$ cat config.mk
export PLATFORM = sky130hd
export DESIGN_NAME = pmb_bar_regs
export DESIGN_NICKNAME = d
export VERILOG_FILES = /design/src/common/pmb_pkg.sv /design/src/common/pmb_bar_if.sv /design/src/hdl/pmb_bar_regs.sv /design/src/hdl/pmb_bar_word.sv
export SDC_FILE = /design/constraint.sdc
export NUM_CORES = 1
export LEC_CHECK = 0
export BUFFER_PORTS_ARGS = -buffer_cell sky130_fd_sc_hd__buf_2
export CORE_ASPECT_RATIO = 0.75
export CORE_MARGIN = 2
export CORE_UTILIZATION = 40
export CTS_CLUSTER_DIAMETER = 200
export DETAILED_ROUTE_END_ITERATION = 6
export HOLD_SLACK_MARGIN = 0.06
export PLACE_DENSITY = 0.89
export SLEW_MARGIN = 30
export SYNTH_ARGS = -nofsm -noshare
export SYNTH_HDL_FRONTEND = slang
export SYNTH_SLANG_ARGS = --single-unit
$ cat constraint.sdc
create_clock -name sys_clk -period 1.98 [get_ports sys_clk]
set_input_delay 0.198 -clock sys_clk [delete_from_list [all_inputs] [get_ports sys_clk]]
set_output_delay 0.198 -clock sys_clk [all_outputs]
set_load 0.005 [all_outputs]
$ cat src/common/pmb_pkg.sv
// Purpose: shared constants for the memory base address register pair
// Assumes: 32-bit configuration data, byte offsets on an 8-bit address
// Notes:   zero fields below each pointer are never stored
package pmb_pkg;
  // access port widths
  localparam int          ADDR_W        = 8;
  localparam int          DATA_W        = 32;
  localparam int          BE_W          = 4;

  // register byte offsets in configuration space
  localparam logic [7:0]  EXT_OFS       = 8'h14;
  localparam logic [7:0]  CARD_OFS      = 8'h18;

  // lowest writable pointer bit of each register
  localparam int          EXT_PTR_LSB   = 14;
  localparam int          CARD_PTR_LSB  = 11;

  // field positions of the read-only low part
  localparam int          SIZE_MSB      = 13;
  localparam int          CARD_SIZE_MSB = 10;
  localparam int          SIZE_LSB      = 4;
  localparam int          PF_BIT        = 3;
  localparam int          TYPE_MSB      = 2;
  localparam int          TYPE_LSB      = 1;
  localparam int          SPACE_BIT     = 0;

  // values seen by software
  localparam logic [31:0] RESET_VAL     = 32'h0000_0000;
  localparam logic [31:0] ALL_ONES      = 32'hFFFF_FFFF;
  localparam logic [31:0] EXT_SIZE_VAL  = 32'hFFFF_C000;
  localparam logic [31:0] EXT_PTR_MASK  = 32'hFFFF_C000;
  localparam logic [31:0] CARD_PTR_MASK = 32'hFFFF_F800;
  localparam logic [3:0]  BE_ALL        = 4'hF;

  // card-mode input is strapped high inside this device
  localparam logic        CARD_TIED     = 1'b1;
endpackage : pmb_pkg

$ cat src/common/pmb_bar_if.sv
// Purpose: carries one base register's write strobe and stored value
// Assumes: driven by the decoder on the same clock as the register
// Notes:   value is the registered word, low fields already zero
`timescale 1ns/1ns
interface pmb_bar_if;
  logic        wr;
  logic [3:0]  be;
  logic [31:0] wdata;
  logic        lock;
  logic [31:0] value;

  // decoder side drives strobes, register side answers with its word
  modport dec (output wr, output be, output wdata, output lock, input value);
  modport reg_side (input wr, input be, input wdata, input lock, output value);
endinterface : pmb_bar_if

$ cat src/hdl/pmb_bar_regs.sv
// Purpose: extension region and card information base address registers
// Assumes: one configuration read or write per cycle on sys_clk
// Assumes: rst is the global reset, held at least three clock edges
// Notes:   answers every access one cycle later with cfg_ack
// Contract
// - extension register bits 31..14 are read/write base address pointer
// - after writing all ones, extension register reads back FFFF C000
// - extension bits 13..4 read zero; region size is 16K bytes
// - extension bit 3 reads zero: region not prefetchable
// - extension bits 2..1 read zero: 32-bit decoder anywhere in memory
// - extension bit 0 reads zero: region is in memory space
// - card information bits 31..11 hold the upper 21 address bits
// - card-mode high at global reset makes card pointer read-only zeros
// - card-mode input tied high, so card register always reads zero
// - card information bits 10..4 read zero; region size 2K bytes
// - card information bit 3 reads zero: not prefetchable
// - card information bits 2..1 read zero: 32-bit decoder
// - card information bit 0 reads zero: memory space
`timescale 1ns/1ns
module pmb_bar_regs
  import pmb_pkg::*;
#(
  parameter logic CARD_MODE_TIED = CARD_TIED
)
(
  input  wire logic              sys_clk,
  input  wire logic              rst,
  input  wire logic              card_mode_input,
  input  wire logic              cfg_wr,
  input  wire logic              cfg_rd,
  input  wire logic [ADDR_W-1:0] cfg_addr,
  input  wire logic [BE_W-1:0]   cfg_be,
  input  wire logic [DATA_W-1:0] cfg_wdata,
  output logic      [DATA_W-1:0] cfg_rdata,
  output logic                   cfg_ack,
  output logic      [DATA_W-1:0] ext_region_base,
  output logic      [DATA_W-1:0] card_info_base,
  output logic                   card_info_locked
);

  // whole state of the decoder
  typedef struct packed {
    logic [1:0]        mode_sync;
    logic              lock;
    logic [DATA_W-1:0] rdata;
    logic              ack;
  } pmb_regs_s;

  pmb_regs_s   st_ff;
  pmb_regs_s   nxt_st;
  logic        ext_hit;
  logic        card_hit;
  logic        any_acc;

  pmb_bar_if   ext_bus ();
  pmb_bar_if   card_bus ();

  // byte lanes are assumed; offsets must be word aligned
  if (EXT_OFS[1:0] != 2'b00 || CARD_OFS[1:0] != 2'b00)
  begin : g_bad_ofs
    $error("pmb_bar_regs: register offsets must be dword aligned");
  end

  // dword decode; the low two address bits are ignored, cfg_be selects lanes
  assign ext_hit  = (cfg_addr[ADDR_W-1:2] == EXT_OFS[ADDR_W-1:2]);
  assign card_hit = (cfg_addr[ADDR_W-1:2] == CARD_OFS[ADDR_W-1:2]);
  assign any_acc  = cfg_wr | cfg_rd;

  // write strobes toward the two registers
  assign ext_bus.wr     = cfg_wr & ext_hit;
  assign ext_bus.be     = cfg_be;
  assign ext_bus.wdata  = cfg_wdata;
  assign ext_bus.lock   = 1'b0;
  assign card_bus.wr    = cfg_wr & card_hit;
  assign card_bus.be    = cfg_be;
  assign card_bus.wdata = cfg_wdata;
  assign card_bus.lock  = st_ff.lock;

  // extension region: pointer from bit 14 up, fixed zeros below
  pmb_bar_word #(
    .PTR_LSB (EXT_PTR_LSB)
  ) u_ext (
    .sys_clk (sys_clk),
    .rst     (rst),
    .bus     (ext_bus)
  );

  // card information region: pointer from bit 11 up
  pmb_bar_word #(
    .PTR_LSB (CARD_PTR_LSB)
  ) u_card (
    .sys_clk (sys_clk),
    .rst     (rst),
    .bus     (card_bus)
  );

  // next state: strap capture, read mux and access answer
  always_comb
  begin
    nxt_st = st_ff;
    // the strap comes from outside the clock, so it is synchronised first
    nxt_st.mode_sync = {st_ff.mode_sync[0], card_mode_input};
    if (rst)
    begin
      // sample while global reset is held; the tie forces lock on anyway
      nxt_st.lock  = st_ff.mode_sync[1] | CARD_MODE_TIED;
      nxt_st.rdata = RESET_VAL;
      nxt_st.ack   = 1'b0;
    end
    else
    begin
      nxt_st.ack = any_acc;
      if (cfg_rd)
      begin
        // read shows the word before any write in the same cycle
        if (ext_hit)
          nxt_st.rdata = ext_bus.value;
        else if (card_hit)
          nxt_st.rdata = card_bus.value;
        else
          nxt_st.rdata = RESET_VAL;                 // other header words
      end
    end
  end

  // one register for all state
  always_ff @(posedge sys_clk)
  begin
    st_ff <= nxt_st;
  end

  // all outputs are flop outputs of this module or of the two words
  assign cfg_rdata        = st_ff.rdata;
  assign cfg_ack          = st_ff.ack;
  assign card_info_locked = st_ff.lock;
  assign ext_region_base  = ext_bus.value;
  assign card_info_base   = card_bus.value;

  // each enabled lane lands in the extension pointer; disabled lanes hold
  for (genvar i = 0; i < BE_W; i++)
  begin : g_ext_lane

  end

  // unlocked card lanes follow their enables; only pointer bits are kept
  for (genvar i = 0; i < BE_W; i++)
  begin : g_card_lane

  end
endmodule : pmb_bar_regs

$ cat src/hdl/pmb_bar_word.sv
// Purpose: one memory base address register with a writable pointer
// Assumes: bits below PTR_LSB are fixed zero (size, prefetch, type, space)
// Notes:   lock clears and freezes the pointer so it reads as zero
`timescale 1ns/1ns
module pmb_bar_word
  import pmb_pkg::*;
#(
  parameter int PTR_LSB = EXT_PTR_LSB
)
(
  input  wire logic  sys_clk,
  input  wire logic  rst,
  pmb_bar_if.reg_side bus
);

  localparam int PW = DATA_W - PTR_LSB;

  typedef struct packed {
    logic [PW-1:0] ptr;
  } pmb_word_s;

  pmb_word_s     st_ff;
  pmb_word_s     nxt_st;
  logic [31:0]   lane_mask;

  // a pointer narrower than one bit or leaving no size bit below it is meaningless
  if (PTR_LSB < SIZE_LSB + 1 || PTR_LSB > DATA_W - 1)
  begin : g_bad_lsb
    $error("pmb_bar_word: PTR_LSB out of range");
  end

  // one byte lane per enable bit
  for (genvar i = 0; i < BE_W; i++)
  begin : g_lane
    assign lane_mask[8*i +: 8] = {8{bus.be[i]}};
  end

  // only enabled lanes of the pointer change; low bits have no storage
  always_comb
  begin
    nxt_st = st_ff;
    if (rst)
      nxt_st.ptr = RESET_VAL[DATA_W-1:PTR_LSB];
    else if (bus.lock)
      nxt_st.ptr = '0;                          // read-only, returns zeros
    else if (bus.wr)
      nxt_st.ptr = (st_ff.ptr & ~lane_mask[DATA_W-1:PTR_LSB])
                 | (bus.wdata[DATA_W-1:PTR_LSB] & lane_mask[DATA_W-1:PTR_LSB]);
  end

  always_ff @(posedge sys_clk)
  begin
    st_ff <= nxt_st;
  end

  assign bus.value = {st_ff.ptr, {PTR_LSB{1'b0}}};
endmodule : pmb_bar_word
==> reports/qor.txt <==
Yosys Warn Count = 0
simple-gate share of the synthesized area = 23.9%
port buffer count = 67
DIE AREA = 0.00598 mm2
CTS root buf = clkbuf_8
Setup crit end kind = flip-flop
nets@finish = 344
worst endpoint required time = 2.18 ns
f_max = 0.693 GHz
CP startpoint kind = input port
ys async rst share = 0%
first-pass GRT wire length = 6400 um
core area = 0.00527 mm2
Total Neg Setup Slack = 0 ns
Fin. Hold Viols = 0
row count = 23
slack of the critical path = 0.537 ns
RePlAce Congestion = 0.712
Final Instance Area = 0.00239 mm2
drt total wl = 4370 um
Synth area leaders = dfxtp_1 (34%), buf_4 (21%), or3b_2 (7.3%)
CTS Hold Bufs = 0
dpl ws = 0.241 ns
Compound-Gate Fraction of Synth Area = 12.3%
Detailed Route Iter0 Violations = 72
mux cell area share after synthesis = 4.66%
clock sink total = 37
total I/O pin count = 147
fraction of the mapped netlist area in adder cells = 0%
Final min period = 1.44 ns
Setup CP Type = input port to flip-flop
GRT Max-Usage Layer = met2
CP arrival = 1.65 ns
cell taking the most area after synthesis = dfxtp_1
register area share after synthesis = 34.5%
via count = 1621
clock buffer depth = 2
area grow syn2layout = 11.4%
antenna viol nets, final = 0
TritonCTS clock tree = built
P_leak = 1.11 nW
DRC Markers = 0
Worst Hold Class = input port to flip-flop
number of diodes = 0
number of synthesized register bits = 37
Post-Syn Area per Cell = 9.23 um2
Post-Syn Instances = 233
Resized Gates After CTS = 0
Post-synth EDFFs = 0
final setup fails = 0
met2 Usage GRT = 22.1%
Starting Density = 40.8%
largest net degree at the start of global routing = 44
clock slew at reported path FFs = 0.08 ns
worst slew pin tran = 0.675 ns
initial antenna violation count = 1
worst skew pair latency = 0.28 ns
status = finished clean
Die H = 67.5 um
power density over the cells = 580 mW/mm2
met1 global-route usage = 19.0%
Rel. slew slack = 55.0%
worst hold-check slack = 0.165 ns
top_reg_cell synth = dfxtp_1
xor/xnor share of the synthesized area = 0%
Via density = 4.37
peak fanout along the critical path = 10
Final Slew Violations = 0
area of the multi-input gates = 0.00111 mm2
# fillers = 545
largest family of logic cells by synthesized area = buffers and inverters
Post-Synthesis Cell Area = 0.00215 mm2
FF/Latch Area = 741 um2
max_cap viols = 0
routed wire length per instance = 11.8 um
Setup Fix Bufs, Post-CTS = 0
Synth top area share = 34.5%
post-place instance area = 0.00231 mm2
Worst VDD drop = 0.217 mV
unrepaired setup endpoints after global routing = no
drt pass-1 iters = 4
layout cells sized above 1 = 37.5%
All-Layer GR Usage = 14.1%
total gr overflow = 0
vias in the first global route = 1305
CTS Buf Count = 5
Final period util = 72.9%
Yosys cell types = 24
Detail Placement HPWL = 3260 um
H-tree Lvls = 2
met3 usage = 3.67%
die span in x = 88.6 um
skew final = 0.00568 ns
[stage by stage]
stage	total power (W)	cells	utilization, %
global placement	0.000885	363	43.8
CTS	0.00141	371	45.5
finish	0.00139	371	45.5
floorplan	0.000927	292	-
detailed placement	0.000888	363	43.8
global route	0.00146	371	45.5
[worst paths after layout]
| check | startpoint | end | slack (ns) | cells past startpoint |
|---|---|---|---|---|
| max reg2reg | cfg_rdata[28] | cfg_rdata[28] | 1.04 | 2 |
| max | cfg_addr[5] | flip-flop | 0.54 | 4 |
| min | cfg_wdata[31] | flip-flop | 0.16 | 3 |
| min reg2reg | flip-flop | cfg_rdata[31] | 0.47 | 2 |
[placed cells by master, fill, tap and decap left out, types with 3 or more instances in the layout]
cell,count
buf_2,67
conb_1,61
dfxtp_1,37
nand2b_1,20
nand2_1,18
or3b_2,18
mux2i_1,10
o31ai_2,10
o21ai_0,8
nand3_1,8
a21oi_1,8
o31ai_1,8
clkbuf_8,5
buf_4,4
nand4b_1,3
[kinds of logic (layout without fill, tap and decap cells)]
family | count (synthesis) | in the layout
AND/OR/NAND/NOR | 75 | 75
multiplexers | 10 | 10
other | 2 | 61
AO/OA/AOI/OAI | 34 | 34
flip-flops | 37 | 37
buffers and inverters | 75 | 79
[worst max-delay path, cell delays in order]
cell	delay, ns
buf_2	0.12
or4b_1	0.77
nor2_8	0.33
mux2i_1	0.23
[cell type report]
class | count | area share (%)
timing repair buffer | 71 | 15.3
clock buffer | 5 | 2.87
sequential | 37 | 30.9
multi-input combinational | 180 | 46.3
tap | 75 | 3.92
clock inverter | 3 | 0.731
[cells in the mapped netlist, types with 2 or more instances]
cell type   n
a21oi_1     8
buf_2       3
buf_4      61
clkbuf_1    9
conb_1      2
dfxtp_1    37
mux2i_1    10
nand2_1    18
nand2b_1   20
nand3_1     8
nand4b_1    3
nor2_1      2
o21ai_0     8
o31ai_1     8
o31ai_2    10
or3b_2     18
[power breakdown]
| part | switching (W) | total [W] | internal (W) | leakage [nW] |
|---|---|---|---|---|
| clock network | 0.000273 | 0.000516 | 0.000243 | 0.0439 |
| logic | 0.0000838 | 0.000126 | 0.0000421 | 0.765 |
| registers | 0.000000871 | 0.000746 | 0.000746 | 0.298 |
| total | 0.000357 | 0.00139 | 0.00103 | 1.11 |
[metal layers]
layer  share of wire [%]  wire, um  vias to the layer above
met5                   0         0                        -
met1                  45      1970                      757
met3                 6.8       297                        2
met2                  48      2080                       68
met4                0.62        27                        0
li1                    -         -                      794
No activity file was read; power rests on OpenSTA's default activity.
